**config.mk**
```make
export PLATFORM = sky130hd
export DESIGN_NAME = ued_echo_timer
export DESIGN_NICKNAME = d
export VERILOG_FILES = /design/src/ued_pkg.sv /design/src/ued_echo_timer.sv /design/src/ued_delay_engine.sv
export SDC_FILE = /design/constraint.sdc
export NUM_CORES = 1
export LEC_CHECK = 0
export ABC_AREA = 1
export BUFFER_PORTS_ARGS = -buffer_cell sky130_fd_sc_hd__buf_2
export CORE_MARGIN = 4
export CORE_UTILIZATION = 50
export CTS_CLUSTER_DIAMETER = 50
export DETAILED_ROUTE_END_ITERATION = 10
export GPL_TIMING_DRIVEN = 0
export HOLD_SLACK_MARGIN = 0.08
export PLACE_DENSITY = 0.73
export REMOVE_ABC_BUFFERS = 1
export SLEW_MARGIN = 15
export SYNTH_ARGS = -nofsm -noshare
export SYNTH_HDL_FRONTEND = slang
export SYNTH_SLANG_ARGS = --single-unit
```
**constraint.sdc**
```tcl
create_clock -name clk -period 2.3 [get_ports clk]
set_clock_uncertainty 0.2 [all_clocks]
set_input_delay 0.575 -clock clk [delete_from_list [all_inputs] [get_ports clk]]
set_output_delay 0.575 -clock clk [all_outputs]
set_load 0.005 [all_outputs]
```
**src/ued_pkg.sv**
```systemverilog
/*
 Shared constants, types and helpers for the ultrasonic echo delay timer.
 Assumes a 100 MHz system clock and a 12 MHz measurement time base.
*/
// Notes on behaviour
// sensor emits a 40 kHz burst while its trigger input is high.
// sensor raises echo output when the reflected burst arrives.
// time runs from trigger assertion to the first active echo sample.
// trigger and echo are active high; give up after 100 ms.
// result is a count of 12 MHz ticks, not a distance.
// trigger pin chosen by port and bit; pin setup word passes unchanged.
// coarse engine watches any pin chosen by port and bit.
// only active-high pins supported; inverted sensors need another engine.
// on timeout drop the trigger and flag a timeout instead of a count.
// fine counter 64 bits, coarse counter 32 bits; no wrap in timeout.
package ued_pkg;
    localparam int CLK_MHZ = 100;
    localparam int TICK_MHZ = 12;
    localparam int TIMEOUT_MS = 100;
    localparam int TIMEOUT_TICKS_DEF = TIMEOUT_MS * TICK_MHZ * 1000;
    localparam int FINE_WIDTH = 64;
    localparam int COARSE_WIDTH = 32;
    localparam int COARSE_STEP = 4;
    localparam int PORT_BITS = 8;
    // active levels are fixed high for this sensor family
    localparam logic TRIGGER_ACTIVE_LEVEL = 1'b1;
    localparam logic ECHO_ACTIVE_LEVEL = 1'b1;
    // register word indices, taken from address bits 5:2
    localparam logic [3:0] REG_CTRL = 4'h0;
    localparam logic [3:0] REG_CONFIG = 4'h1;
    localparam logic [3:0] REG_PIN_SETUP = 4'h2;
    localparam logic [3:0] REG_STATUS = 4'h3;
    localparam logic [3:0] REG_FINE_LO = 4'h4;
    localparam logic [3:0] REG_FINE_HI = 4'h5;
    localparam logic [3:0] REG_COARSE = 4'h6;
    localparam logic [3:0] REG_IRQ_STATUS = 4'h7;
    localparam logic [3:0] REG_IRQ_MASK = 4'h8;
    // control bits
    localparam int CTRL_START_FINE = 0;
    localparam int CTRL_START_COARSE = 1;
    // irq status and irq mask bit positions
    localparam int EV_FINE_DONE = 0;
    localparam int EV_FINE_TIMEOUT = 1;
    localparam int EV_COARSE_DONE = 2;
    localparam int EV_COARSE_TIMEOUT = 3;
    localparam logic [15:0] PIN_SETUP_RESET = 16'h0000;

    typedef enum logic [1:0] {
        ENG_IDLE = 2'b00,
        ENG_WAIT = 2'b01
    } ued_eng_state_t;

    // config register: 3-bit fields at nibble boundaries
    typedef struct packed {
        logic [2:0] echoBit;
        logic [2:0] echoPort;
        logic [2:0] trigBit;
        logic [2:0] trigPort;
    } ued_cfg_t;

    localparam ued_cfg_t CFG_RESET = '{3'h0, 3'h0, 3'h0, 3'h0};

    function automatic int pinIndex(input logic [2:0] port,
                                    input logic [2:0] bitNo);
        pinIndex = int'(port) * PORT_BITS + int'(bitNo);
    endfunction : pinIndex
endpackage : ued_pkg

```
**src/ued_echo_timer.sv**
```systemverilog
/*
 Ultrasonic echo delay timer: Avalon-MM slave, pin mux, two delay engines,
 tick base and interrupt. Assumes pins arrive asynchronously to clk.
*/
`timescale 1ns/1ps
`default_nettype none
module ued_echo_timer #(
    parameter int NPORTS = 4,
    parameter int TIMEOUT_TICKS = ued_pkg::TIMEOUT_TICKS_DEF
) (
    input wire logic clk,
    input wire logic rstn,
    input wire logic [5:0] avs_address,
    input wire logic avs_read,
    input wire logic avs_write,
    input wire logic [31:0] avs_writedata,
    output logic [31:0] avs_readdata,
    output logic avs_waitrequest,
    output logic irq,
    input wire logic [NPORTS*ued_pkg::PORT_BITS-1:0] pinIn,
    input wire logic echoCaptureIn,
    output logic [NPORTS*ued_pkg::PORT_BITS-1:0] trigOut,
    output logic [NPORTS*ued_pkg::PORT_BITS-1:0] trigOe,
    output logic [15:0] pinSetup
);
    localparam int NPINS = NPORTS * ued_pkg::PORT_BITS;

    if (NPORTS < 1 || NPORTS > 8 || TIMEOUT_TICKS < 1) begin : g_bad_params
        $error("ued_echo_timer: unsupported NPORTS or TIMEOUT_TICKS");
    end
    if (ued_pkg::FINE_WIDTH < 64 || ued_pkg::COARSE_WIDTH < 32) begin : g_narrow
        $error("ued_echo_timer: counters too narrow");
    end

    // 12 MHz tick from 100 MHz by phase accumulation; jitter one clk
    logic [6:0] tickAcc;
    logic tick;
    always_ff @(posedge clk) begin
        if (!rstn) begin
            tickAcc <= 7'h00;
            tick <= 1'b0;
        end else if (tickAcc + 7'(ued_pkg::TICK_MHZ)
                     >= 7'(ued_pkg::CLK_MHZ)) begin
            tickAcc <= tickAcc + 7'(ued_pkg::TICK_MHZ) - 7'(ued_pkg::CLK_MHZ);
            tick <= 1'b1;
        end else begin
            tickAcc <= tickAcc + 7'(ued_pkg::TICK_MHZ);
            tick <= 1'b0;
        end
    end

    // two-flop synchronisers; only the second stage is read
    logic [NPINS-1:0] pinMeta;
    logic [NPINS-1:0] pinSync;
    logic capMeta;
    logic capSync;
    always_ff @(posedge clk) begin
        if (!rstn) begin
            pinMeta <= '0;
            pinSync <= '0;
            capMeta <= 1'b0;
            capSync <= 1'b0;
        end else begin
            pinMeta <= pinIn;
            pinSync <= pinMeta;
            capMeta <= echoCaptureIn;
            capSync <= capMeta;
        end
    end

    // registers
    ued_pkg::ued_cfg_t cfg;
    logic [3:0] irqStatus;
    logic [3:0] irqMask;
    logic ack;
    logic wrHit;
    logic [3:0] regIdx;
    logic startFine;
    logic startCoarse;

    assign regIdx = avs_address[5:2];
    assign avs_waitrequest = (avs_read || avs_write) && !ack;
    assign wrHit = avs_write && ack;

    always_ff @(posedge clk) begin
        if (!rstn) ack <= 1'b0;
        else ack <= (avs_read || avs_write) && !ack;
    end

    logic fineBusy, fineTrig, fineDone, fineTimedOut;
    logic coarseBusy, coarseTrig, coarseDone, coarseTimedOut;
    logic [ued_pkg::FINE_WIDTH-1:0] fineCount;
    logic [ued_pkg::COARSE_WIDTH-1:0] coarseCount;
    logic anyBusy;

    // one trigger pin is shared, so a start while either runs is ignored
    assign anyBusy = fineBusy || coarseBusy;
    assign startFine = wrHit && regIdx == ued_pkg::REG_CTRL && !anyBusy
        && avs_writedata[ued_pkg::CTRL_START_FINE];
    assign startCoarse = wrHit && regIdx == ued_pkg::REG_CTRL && !anyBusy
        && !avs_writedata[ued_pkg::CTRL_START_FINE]
        && avs_writedata[ued_pkg::CTRL_START_COARSE];

    always_ff @(posedge clk) begin
        if (!rstn) begin
            cfg <= ued_pkg::CFG_RESET;
            pinSetup <= ued_pkg::PIN_SETUP_RESET;
        end else if (wrHit && !anyBusy) begin
            // frozen during a measurement so the pin cannot move under it
            if (regIdx == ued_pkg::REG_CONFIG) begin
                cfg <= '{avs_writedata[14:12], avs_writedata[10:8],
                         avs_writedata[6:4], avs_writedata[2:0]};
            end
            if (regIdx == ued_pkg::REG_PIN_SETUP) begin
                pinSetup <= avs_writedata[15:0];
            end
        end
    end

    logic [3:0] events;
    assign events = {coarseDone && coarseTimedOut,
                     coarseDone && !coarseTimedOut,
                     fineDone && fineTimedOut, fineDone && !fineTimedOut};

    always_ff @(posedge clk) begin
        if (!rstn) begin
            irqStatus <= 4'h0;
            irqMask <= 4'h0;
        end else begin
            // a new event wins over a write-one-to-clear in the same cycle
            if (wrHit && regIdx == ued_pkg::REG_IRQ_STATUS)
                irqStatus <= (irqStatus & ~avs_writedata[3:0]) | events;
            else
                irqStatus <= irqStatus | events;
            if (wrHit && regIdx == ued_pkg::REG_IRQ_MASK)
                irqMask <= avs_writedata[3:0];
        end
    end

    always_ff @(posedge clk) begin
        if (!rstn) irq <= 1'b0;
        else irq <= |(irqStatus & irqMask);
    end

    always_ff @(posedge clk) begin
        if (!rstn) begin
            avs_readdata <= 32'h0000_0000;
        end else if (avs_read && !ack) begin
            unique case (regIdx)
                ued_pkg::REG_CONFIG: avs_readdata <= {17'h0_0000,
                    cfg.echoBit, 1'b0, cfg.echoPort, 1'b0, cfg.trigBit, 1'b0,
                    cfg.trigPort};
                ued_pkg::REG_PIN_SETUP: avs_readdata <= {16'h0000, pinSetup};
                ued_pkg::REG_STATUS: avs_readdata <= {28'h000_0000,
                    coarseTimedOut, fineTimedOut, coarseBusy, fineBusy};
                ued_pkg::REG_FINE_LO: avs_readdata <= fineCount[31:0];
                ued_pkg::REG_FINE_HI: avs_readdata <= fineCount[63:32];
                ued_pkg::REG_COARSE: avs_readdata <= coarseCount;
                ued_pkg::REG_IRQ_STATUS: avs_readdata <= {28'h000_0000,
                    irqStatus};
                ued_pkg::REG_IRQ_MASK: avs_readdata <= {28'h000_0000, irqMask};
                default: avs_readdata <= 32'h0000_0000;
            endcase
        end
    end

    // echo selection: fine uses the fixed capture pin, coarse any pin
    logic coarseEcho;
    assign coarseEcho = pinSync[ued_pkg::pinIndex(cfg.echoPort, cfg.echoBit)
                                % NPINS];

    ued_delay_engine #(
        .WIDTH(ued_pkg::FINE_WIDTH),
        .STEP(1)
    ) fineEngine (
        .clk(clk),
        .rstn(rstn),
        .start(startFine),
        .tick(tick),
        .echo(capSync),
        .limit(ued_pkg::FINE_WIDTH'(TIMEOUT_TICKS)),
        .busy(fineBusy),
        .trigger(fineTrig),
        .done(fineDone),
        .timedOut(fineTimedOut),
        .count(fineCount)
    );

    ued_delay_engine #(
        .WIDTH(ued_pkg::COARSE_WIDTH),
        .STEP(ued_pkg::COARSE_STEP)
    ) coarseEngine (
        .clk(clk),
        .rstn(rstn),
        .start(startCoarse),
        .tick(tick),
        .echo(coarseEcho),
        .limit(ued_pkg::COARSE_WIDTH'(TIMEOUT_TICKS)),
        .busy(coarseBusy),
        .trigger(coarseTrig),
        .done(coarseDone),
        .timedOut(coarseTimedOut),
        .count(coarseCount)
    );

    // trigger pin mux; out of reset the selected pin is always driven, idle low
    logic [NPINS-1:0] trigSel;
    always_comb begin
        trigSel = '0;
        trigSel[ued_pkg::pinIndex(cfg.trigPort, cfg.trigBit) % NPINS] = 1'b1;
    end

    always_ff @(posedge clk) begin
        if (!rstn) begin
            trigOut <= '0;
            trigOe <= '0;
        end else begin
            trigOe <= trigSel;
            trigOut <= (fineTrig || coarseTrig) ? trigSel : '0;
        end
    end
endmodule : ued_echo_timer
`default_nettype wire

```
**src/ued_delay_engine.sv**
```systemverilog
/*
 One delay engine: drives the trigger, counts ticks until echo or timeout.
 Assumes echo is already synchronised and tick is a one-cycle strobe.
*/
`timescale 1ns/1ps
`default_nettype none
module ued_delay_engine #(
    parameter int WIDTH = 64,
    parameter int STEP = 1
) (
    input wire logic clk,
    input wire logic rstn,
    input wire logic start,
    input wire logic tick,
    input wire logic echo,
    input wire logic [WIDTH-1:0] limit,
    output logic busy,
    output logic trigger,
    output logic done,
    output logic timedOut,
    output logic [WIDTH-1:0] count
);
    // phase is eight bits wide, so STEP cannot exceed 255
    if (WIDTH < 32 || STEP < 1 || STEP > 255) begin : g_bad_params
        $error("ued_delay_engine: unsupported WIDTH or STEP");
    end

    ued_pkg::ued_eng_state_t state;
    logic [7:0] phase;
    logic hit;
    logic expire;

    // coarse engine only looks at echo on every STEP-th tick slot
    assign hit = (echo == ued_pkg::ECHO_ACTIVE_LEVEL) && (phase == 8'h00);
    assign expire = (count >= limit);
    assign busy = (state == ued_pkg::ENG_WAIT);

    always_ff @(posedge clk) begin
        if (!rstn) begin
            state <= ued_pkg::ENG_IDLE;
        end else begin
            unique case (state)
                ued_pkg::ENG_IDLE: if (start) state <= ued_pkg::ENG_WAIT;
                ued_pkg::ENG_WAIT: if (hit || expire) begin
                    state <= ued_pkg::ENG_IDLE;
                end
                default: state <= ued_pkg::ENG_IDLE;
            endcase
        end
    end

    always_ff @(posedge clk) begin
        if (!rstn) begin
            trigger <= ~ued_pkg::TRIGGER_ACTIVE_LEVEL;
        end else if (!busy && start) begin
            trigger <= ued_pkg::TRIGGER_ACTIVE_LEVEL;
        end else if (busy && (hit || expire)) begin
            trigger <= ~ued_pkg::TRIGGER_ACTIVE_LEVEL;
        end
    end

    always_ff @(posedge clk) begin
        if (!rstn) begin
            count <= '0;
            phase <= 8'h00;
        end else if (!busy && start) begin
            count <= '0;
            phase <= 8'h00;
        end else if (busy && tick && !hit && !expire) begin
            count <= count + 1'b1;
            phase <= (phase == 8'(STEP - 1)) ? 8'h00 : phase + 8'h01;
        end
    end

    always_ff @(posedge clk) begin
        if (!rstn) begin
            done <= 1'b0;
            timedOut <= 1'b0;
        end else begin
            done <= busy && (hit || expire);
            // echo seen in the expiry cycle still counts as a result
            if (busy && (hit || expire)) timedOut <= !hit;
        end
    end
endmodule : ued_delay_engine
`default_nettype wire

```
==> results.md, run 1 <==
Logic synthesis:
- The total standard cell area after synthesis is approximately 13000 sq um.
- The share of the Yosys chip area taken by registers is 0.4970.
- In the synthesized netlist the dominant register cell turns out to be sky130_fd_sc_hd__dfxtp_1.
- The number of enable-type register cells in the synthesized netlist is 0.
- Synthesis inferred approximately 330 register bits.
- Synthesis instantiated 47 different standard cells from the library.
- In the synthesized netlist the async set-or-reset flop fraction comes to 0.
- The average size of a mapped cell is 7.765 sq um.
- The Yosys step of the flow raised 0 warnings.
- Synthesis produced ~1700 cells.

Detailed routing:
- The number of remaining DRC errors is 0.
- Dividing the detail-routed via count by the number of cells gives roughly 5.3.
- The violation count after the first detailed-route iteration is a little under 1000.
- The first-pass iteration count of the detailed router is 5.
- The via total after detailed routing is ~12000.
- The number of routed nets with antenna violations is 0.
- The final wirelength is between 30000 and 40000 um.
- In the final routed layout, each cell accounts on average for 16.04 um.

Critical path:
- The worst setup path is launched from a register.
- The critical path class is register to register.
- The master of the slowest instance on the critical path is sky130_fd_sc_hd__dfxtp_1.
- The worst path required time is ~2.6 ns.
- The critical path goes through nand2_1 > inv_1 > nand3_1 > nor2_1 > o21ai_1 > nand2_2 > a21oi_4 > buf_4 > nand3_4 > buf_6 > nand2_2 > a21oi_2.
- For this run, the slowest stage of the critical path takes about 0.44 ns.
- The critical path contains buffers and inverters numbering 3 combined.
- Of all nets on the critical path, the largest fanout is 6.
- On the critical path the largest part of the delay comes from simple AND/OR/NAND/NOR gates.
- The dominant cell type by count on the critical path is sky130_fd_sc_hd__nand2_2.
- The category of the worst setup path capture point is a register.
- The data arrival at the endpoint of the critical path is between 2 and 2.5 ns.

Pwr:
- The reported leakage power is between 6 and 7 nW.
- The proportion of power drawn by flip-flops and latches is 0.484.
- The relative contribution of combinational cells to total power is 0.041.
- The analysis attributes to net switching a power of 2.697 mW.
- The worst-case IR drop observed on VDD is approximately 0.54 mV.
- Dividing total power by cell area gives a power density of 741.4 nW/um^2.
- The internal power consumption is approximately 9.2 mW.
- The clock network fraction of design power is 0.475.
- The switching part of the total power is 0.2270.

Global routing:
- The met1 capacity usage during global routing is 0.3030.
- In the global route stage, overall resource usage came out at 0.2379.
- The first-pass GRT wire length is ~56000 um.
- Entering global routing, the biggest net connects between 70 and 80 pins.
- The initial antenna violation count is 3.
- The number of global-route vias before repair is 11140.
- In the global route stage, met2 resource usage came out at 0.4082.
- Global routing finished with a remaining overflow of 0.
- The most used routing layer is met2.
- The met3 routing resource usage after global routing is 0.03693.

STA:
- The worst path needs about 2.2 ns of the cycle, external delays included.
- The number of endpoints failing setup at the final stage is 0.
- The final count of pins violating max slew is 0.
- Measured against its own limit, the worst slew margin works out to 0.4285.
- The number of endpoints with negative hold slack in the final report is 0.
- For the pin with the worst max-slew slack, the measured transition is roughly 0.86 ns.
- The slack of the critical path is 0.07711 ns.
- The maximum operating frequency is 449.9 MHz.
- The accumulated negative setup slack is 0 ns.
- Setup repair after global routing could not meet its margin everywhere.
- The final period utilization is 0.9665.

Layout:
- The fraction of layout cells with a size suffix above 1 is 0.1868.
- The number of filler cells placed in the layout is approximately 2200.
- The number of nets in the final layout is between 1500 and 2000.
- The area of the multi-input gates is 5562 sq um.
- The number of antenna diodes is 0.
- The total area of sequential cells is 6539 sq um.
- The area growth from synthesis to layout is 22.02%.

Clocking:
- The clock latency on the worst-skew pair is 0.52 ns.
- CTS placed an instance of sky130_fd_sc_hd__clkbuf_16 at the clock tree root.
- The count of H-tree levels built during CTS is 2.
- Clock-pin slew was measured on the worst setup and hold paths at 0.06 ns.
- The CTS sink count is about 330.
- The maximum clock insertion buffer count is 3.
- Clock tree synthesis inserted a total of 35 buffers.
- TritonCTS built the clock tree.

Floorplan:
- The width of the die is roughly 170 um.
- The count of pins on the block boundary is 189.
- The initial cell density of the core is 0.5067.
- The floorplan step defined a die boundary enclosing ~29000 sq um.
- The cell row count is 59.
- The die boundary height is between 150 and 200 um.
- After floorplanning, the core was sized to cover between 20000 and 30000 sq um.

Place:
- Prior to clock tree synthesis, the placed netlist has a worst setup slack of -0.9634 ns.
- The HPWL after detailed placement is 22960 um.
- During placement, the flow inserted port buffers numbering 170.
- The last weighted congestion value of the routability-driven placer is 0.9436.

Status:
- The run finished with clean final reports.

Worst hold path:
- The classification of the worst-slack hold path is input pin to register.

Run:
- The max capacitance violation total is 0.
-- kinds of logic (layout without fill, tap and decap cells) --
group           Yosys count  after routing  synth area share
simple gates            752            757            0.2524
buf+inv                 303            517           0.09777
flops                   326            326            0.4970
compound gates          252            253            0.1109
fa+ha+maj                11             11           0.01048
xor+xnor                 47             47           0.03135
-- path summary, 6_finish.rpt --
check	from	to	slack [ns]	depth (start not counted)
setup / recovery	coarseEngine.count[9]	coarseEngine.count[8]	0.08	12
hold / removal	avs_writedata[4]	pinSetup[4]	0.1	3
setup reg to reg	coarseEngine.count[9]	coarseEngine.count[8]	0.08	12
hold reg to reg	pinMeta[1]	pinSync[1]	0.21	2
-- sequential cells by signal (all words and copies together) (netlist names), 16 cells and up --
signal	cells
trigOut	32
coarseEngine.count	32
pinMeta	32
avs_readdata	32
pinSetup	16
trigOe	32
pinSync	32
fineEngine.count	64
-- cells in the mapped netlist (4+ instances only) --
library cell / count / area share
sky130_fd_sc_hd__nand3_1: 66 / 0.025
sky130_fd_sc_hd__o211ai_1: 4 / 0.0023
sky130_fd_sc_hd__nor4_1: 15 / 0.0071
sky130_fd_sc_hd__nor2_1: 182 / 0.052
sky130_fd_sc_hd__buf_2: 18 / 0.0069
sky130_fd_sc_hd__buf_1: 6 / 0.0017
sky130_fd_sc_hd__nand2_1: 327 / 0.093
sky130_fd_sc_hd__ha_1: 11 / 0.010
sky130_fd_sc_hd__nand4_1: 42 / 0.020
sky130_fd_sc_hd__a21oi_2: 20 / 0.013
sky130_fd_sc_hd__nand3_2: 4 / 0.0030
sky130_fd_sc_hd__xnor2_1: 4 / 0.0027
sky130_fd_sc_hd__buf_4: 8 / 0.0046
sky130_fd_sc_hd__o22ai_1: 26 / 0.012
sky130_fd_sc_hd__nand2_2: 30 / 0.014
sky130_fd_sc_hd__dfxtp_1: 326 / 0.50
sky130_fd_sc_hd__clkbuf_1: 37 / 0.011
sky130_fd_sc_hd__o221ai_1: 6 / 0.0040
sky130_fd_sc_hd__o21ai_0: 70 / 0.027
sky130_fd_sc_hd__xor2_1: 43 / 0.029
sky130_fd_sc_hd__nor3_1: 68 / 0.026
sky130_fd_sc_hd__a221oi_1: 6 / 0.0040
sky130_fd_sc_hd__a21oi_1: 110 / 0.042
sky130_fd_sc_hd__inv_1: 222 / 0.063
sky130_fd_sc_hd__buf_6: 5 / 0.0043
-- tightest hold or removal path: stages --
cell                     delay (ns)
sky130_fd_sc_hd__buf_2         0.08
sky130_fd_sc_hd__nor3_1        0.04
sky130_fd_sc_hd__nor2_1        0.08
-- metrics by stage --
step	cells	util	hold slack, ns	power [mW]	area, sq um
4_1_cts	2230	0.6089	0.08535	11.93	15780
3_5_place_dp	2122	0.5427	0.1996	6.276	14060
5_1_grt	2246	0.6183	0.1188	12.24	16020
3_3_place_gp	2119	0.5392	0.1991	6.257	13970
6_report	2246	0.6183	0.09766	11.88	16020
2_1_floorplan	1614	-	0.1900	6.088	12700
-- area by class of cell --
cell class	count	share of cell area
sequential	326	0.4081
inverter	226	0.05545
timing repair inverter	2	0.0007809
timing repair buffer	226	0.08918
tap	335	0.02616
clock buffer	44	0.06123
clock inverter	19	0.01195
multi-input combinational	1068	0.3471
-- cell usage in the layout (no fill, tap or decap), drive strengths merged, types with 4 or more instances in the layout --
| master | n |
|---|---|
| nor2 | 185 |
| nor4 | 16 |
| o221ai | 6 |
| o21ai | 72 |
| ha | 11 |
| clkinvlp | 12 |
| clkinv | 11 |
| dfxtp | 326 |
| or2 | 4 |
| inv | 222 |
| nand3 | 73 |
| buf | 193 |
| nor3 | 70 |
| o22ai | 26 |
| a21oi | 132 |
| xor2 | 43 |
| clkbuf | 44 |
| o211ai | 4 |
| nand4 | 42 |
| xnor2 | 4 |
| nand2 | 360 |
| a221oi | 6 |
| dlygate4sd3 | 33 |
-- metal layers --
metal  part of all wire  routed length (um)
met4              0.036                1308
met2               0.49               17510
met5            0.00078                  28
met1               0.41               14900
met3              0.063                2280
-- power groups by stage --
stage | clock network (mW) | logic [mW] | registers [mW]
6_report | 5.64 | 0.486 | 5.75
5_1_grt | 5.94 | 0.539 | 5.76
4_1_cts | 5.72 | 0.462 | 5.75
3_5_place_dp | 0 | 0.397 | 5.88
3_3_place_gp | 0 | 0.381 | 5.88
2_1_floorplan | 0 | 0.218 | 5.87
-- timing repair --
action,CTS,global route
hold buffers,33,0
hold endpoints to repair,33,0
pin swaps,4,6
setup buffers,7,13
gates cloned,5,3
gates resized for setup,25,25
setup endpoints to repair,112,144
No activity file was read; power rests on OpenSTA's default activity.
==> run 2, diff against run 1 <==
--- a/config.mk
+++ b/config.mk
@@ -5,7 +5,6 @@
 export SDC_FILE = /design/constraint.sdc
 export NUM_CORES = 1
 export LEC_CHECK = 0
-export ABC_AREA = 1
 export BUFFER_PORTS_ARGS = -buffer_cell sky130_fd_sc_hd__buf_2
 export CORE_MARGIN = 4
 export CORE_UTILIZATION = 50
==> results.md, run 2 <==
Layout:
- The register with the most flip-flops in the layout has 64 of them.
- In the final layout, the share of cells above drive strength 1 is 0.2744.
- The number of nets in the final layout is around 1700.
- The final design area excluding fillers is approximately 16000 sq um.
- The number of filler cells placed in the layout is 1800.
- Measured on the finished design, the core utilization comes to 0.6692.
- The top cell types in the final layout, fill and taps aside, are sky130_fd_sc_hd__dfxtp_1, sky130_fd_sc_hd__buf_2, sky130_fd_sc_hd__nor2_1.
- The repair_antennas step left the layout with diodes totalling 0.
- The final cell count without fillers is between 1500 and 2000.
- Relative to the synthesized area, the layout overhead comes to 30.79%.
- The most common library cell in the layout ignoring fill and taps is sky130_fd_sc_hd__dfxtp_1.
- Counting flops per register, the top entry is fineEngine.count.

STA:
- Static timing analysis puts the maximum clock frequency at between 300 and 400 MHz.
- Setup violations remaining at the end of the flow were counted as 65.
- In the finished design, the share of the clock period the worst path needs comes to 1.159.
- The number of endpoints with negative hold slack in the final report came to 0.
- The actual slew at the worst max-slew pin is roughly 0.75 ns.
- The relative max-transition margin is 0.4960.
- The final count of pins violating max slew is 0.
- Setup repair after global routing could not meet its margin everywhere.
- The smallest clock period supported by the final layout is computed as between 2 and 3 ns.
- On the final layout, the worst hold slack is 0.09117 ns.
- The accumulated negative setup slack is -14.08 ns.
- The slack of the critical path is -0.3653 ns.

Clocking:
- The root buffer cell is sky130_fd_sc_hd__clkbuf_16.
- TritonCTS created 36 clock buffers.
- The clock tree synthesis step divided the H-tree into 2 levels.
- Clock-pin slew was measured on the worst setup and hold paths at roughly 0.06 ns.
- The clock latency on the worst-skew pair is between 0.5 and 0.6 ns.
- The maximum clock insertion buffer count is 3.
- TritonCTS built the clock tree.
- The clock drives approximately 330 sinks.

Critical path:
- Tracing the worst setup path back leads to its startpoint at fineEngine.count[47].
- The maximum fanout count along the critical path is 6.
- Walking the worst path, the cells encountered are nor4_4 > nand4_1 > a2111o_1 > a211o_4 > or4_4 > a21oi_2.
- The critical path class is register to register.
- For the worst flop-to-flop path, the logic depth is 6.
- Counting both buffers and inverters, the worst setup path holds a total of 0.
- The endpoint identified for the worst register-to-register timing path is fineEngine.count[12].
- The worst path required time is 2.54 ns.
- The delay of the slowest cell on the worst path is between 0.5 and 0.6 ns.
- The destination of the critical timing path is fineEngine.count[12].
- Data arrives at the worst endpoint at around 2.9 ns.
- Counting buffers and inverters, the worst setup path is 6 cells deep.
- The worst setup path is captured at a register.
- STA classifies the critical path startpoint as a register.
- The master of the slowest instance on the critical path is sky130_fd_sc_hd__a2111o_1.
- Grouping stages by cell kind, the critical path spends the most delay in compound AO/OA/AOI/OAI gates.
- The worst register-to-register path has a setup slack of -0.37 ns.
- The startpoint identified for the worst register-to-register timing path is fineEngine.count[47].

Logic synthesis:
- The most used flip-flop cell after synthesis is sky130_fd_sc_hd__dfxtp_1.
- Counting distinct cell types in the post-synthesis netlist gives 77.
- The average size of a mapped cell is approximately 9.3 sq um.
- By area the synthesized netlist is led by sky130_fd_sc_hd__dfxtp_1, sky130_fd_sc_hd__nor2_1, sky130_fd_sc_hd__nand2_1, sky130_fd_sc_hd__a21oi_1, sky130_fd_sc_hd__and2_1.
- The total standard cell area after synthesis is 12550 sq um.
- The cell count after synthesis is around 1300.
- After synthesis, the share of flip-flops with an asynchronous set or reset is 0.
- The register bit count reported by yosys is ~330.
- The synthesized design contains 0 enable-type register cells.
- In the synthesized netlist, the cells that appear most often are sky130_fd_sc_hd__dfxtp_1, sky130_fd_sc_hd__nor2_1, sky130_fd_sc_hd__nand2_1.
- Of the post-synthesis cell area, the dominant cell type holds 0.5199.
- The proportion of synthesized chip area in sequential cells is 0.5199.
- The leading area contributor after synthesis is sky130_fd_sc_hd__dfxtp_1.
- The most common cell in the synthesized netlist is sky130_fd_sc_hd__dfxtp_1.
- For this run, the number of Yosys warnings is 0.

Floorplan:
- The die is 166.4 um tall.
- The full die area is 27700 sq um.
- The width of the die is between 150 and 200 um.
- After floorplanning, the core was sized to cover 24530 sq um.
- The count of pins on the block boundary is ~190.
- For this configuration, the core starts out at a cell density of 0.5116.
- The floorplan has 57 rows.

Worst hold path:
- The min-delay analysis places its worst path in the category input pin to register.

Detailed routing:
- The first-pass iteration count of the detailed router is 8.
- In this run, the number of DRC markers left after iteration 0 of detailed routing was between 1000 and 1500.
- In the routed layout, each cell is associated on average with a via count of 5.771.
- The number of remaining DRC errors is 0.
- Summing over every cut layer, the via total after detailed routing is about 11000.
- The average wire length per cell after detail routing is ~18 um.
- The routed design has 35370 um of wire.
- The number of routed nets with antenna violations is 0.

Global routing:
- The total overflow left after global routing is 0.
- Entering global routing, the biggest net connects 72 pins.
- The met3 routing resource usage after global routing is 0.04977.
- The met1 capacity usage during global routing is 0.3361.
- The first global-routing pass estimated ~56000 um of wire.
- The initial antenna violation count is 0.
- The number of global-route vias before repair is between 10000 and 15000.
- met2 is the most crowded layer.
- For this run, the total global-route usage over all layers was measured as 0.2436.
- For met2 alone, demand over resource in global routing was 0.3908.

Pwr:
- In this run the static leakage power is roughly 6.7 nW.
- The worst vdd rail ir drop is about 0.47 mV.
- Total power for the finished layout comes to about 12 mW.
- The total power divided by cell area is approximately 720 nW/um^2.

Run:
- The max capacitance violation total is 0.

Place:
- Input and output buffers added on the ports amount to 170.
- At the end of routability-driven placement, the weighted congestion stood at about 0.88.
- After detailed placement, the design holds a cell count of around 1800.
- The HPWL after detailed placement is approximately 21000 um.
- The worst slack at placement is -1.262 ns.
- The cell area reported after detailed placement is approximately 14000 sq um.

Status:
- The checks that failed: setup timing.
- The run finished, with violations left.
## run 2: cell types whose count changed after synthesis, sizes merged, moves of 35 or more
cell    previous run  this run
a21oi            131        95
a22oi              0        39
and2               2        74
and3               1        66
clkbuf            37        75
inv              225        22
mux2i              0        42
nand2            358       126
nand3             71        36
nor2             184       146
nor3              70        16
xor2              43         3
## run 2: worst min-delay path by stage
| stage | start | to | slack [ns] | depth (start not counted) |
|---|---|---|---|---|
| 2_1_floorplan | capMeta | capSync | 0.21 | 1 |
| 3_3_place_gp | pinMeta[1] | pinSync[1] | 0.22 | 1 |
| 3_5_place_dp | pinMeta[30] | pinSync[30] | 0.22 | 1 |
| 4_1_cts | pinIn[3] | pinMeta[3] | 0.08 | 2 |
| 5_1_grt | pinIn[2] | pinMeta[2] | 0.09 | 2 |
| 6_report | pinIn[2] | pinMeta[2] | 0.09 | 2 |
## run 2: layer usage
layer	vias up	part of all wire	routed length, um
li1	5247	-	-
met1	5241	0.43	15120
met2	540	0.46	16200
met4	0	0.025	875
met3	75	0.090	3174
met5	-	0	0
## run 2: cells by family (layout without fill, tap and decap cells)
family	Yosys count	count (layout)	synth area share
and+or+nand+nor	568	568	0.2300
buffers and inverters	110	355	0.03509
AOI/OAI and AO/OA	261	267	0.1375
adders and majority gates	11	11	0.01096
muxes	62	62	0.05891
DFF	326	326	0.5199
xor gates and xnor gates	11	11	0.007676
## run 2: power breakdown
part | switching [mW] | internal, mW
clock | 2.30 | 3.23
sequential | 0.0413 | 5.71
combinational | 0.314 | 0.253
## run 2: cell type report
cell class	instances	area (sq um)	area share
Clock inverter	14	136.4	0.008307
Inverter	22	87.58	0.005335
Tap cell	324	405.4	0.02469
Sequential cell	326	6551	0.3991
Timing Repair Buffer	271	1877	0.1143
Multi-Input combinational cell	919	6352	0.3869
Clock buffer	48	1007	0.06135
## run 2: worst reg2reg max path: stages, from the launching register on
cell	delay, ns
sky130_fd_sc_hd__dfxtp_2	0.33
sky130_fd_sc_hd__nor4_4	0.36
sky130_fd_sc_hd__nand4_1	0.13
sky130_fd_sc_hd__a2111o_1	0.52
sky130_fd_sc_hd__a211o_4	0.41
sky130_fd_sc_hd__or4_4	0.49
sky130_fd_sc_hd__a21oi_2	0.14
## run 2: what timing repair did
item / CTS / global route
cloned: 6 / 0
buffers inserted: 42 / 21
hold buffers: 31 / 0
endpoints found under the setup margin: 169 / 157
pin swaps: 46 / 32
resized for setup: 120 / 59
endpoints found under the hold margin: 31 / 0
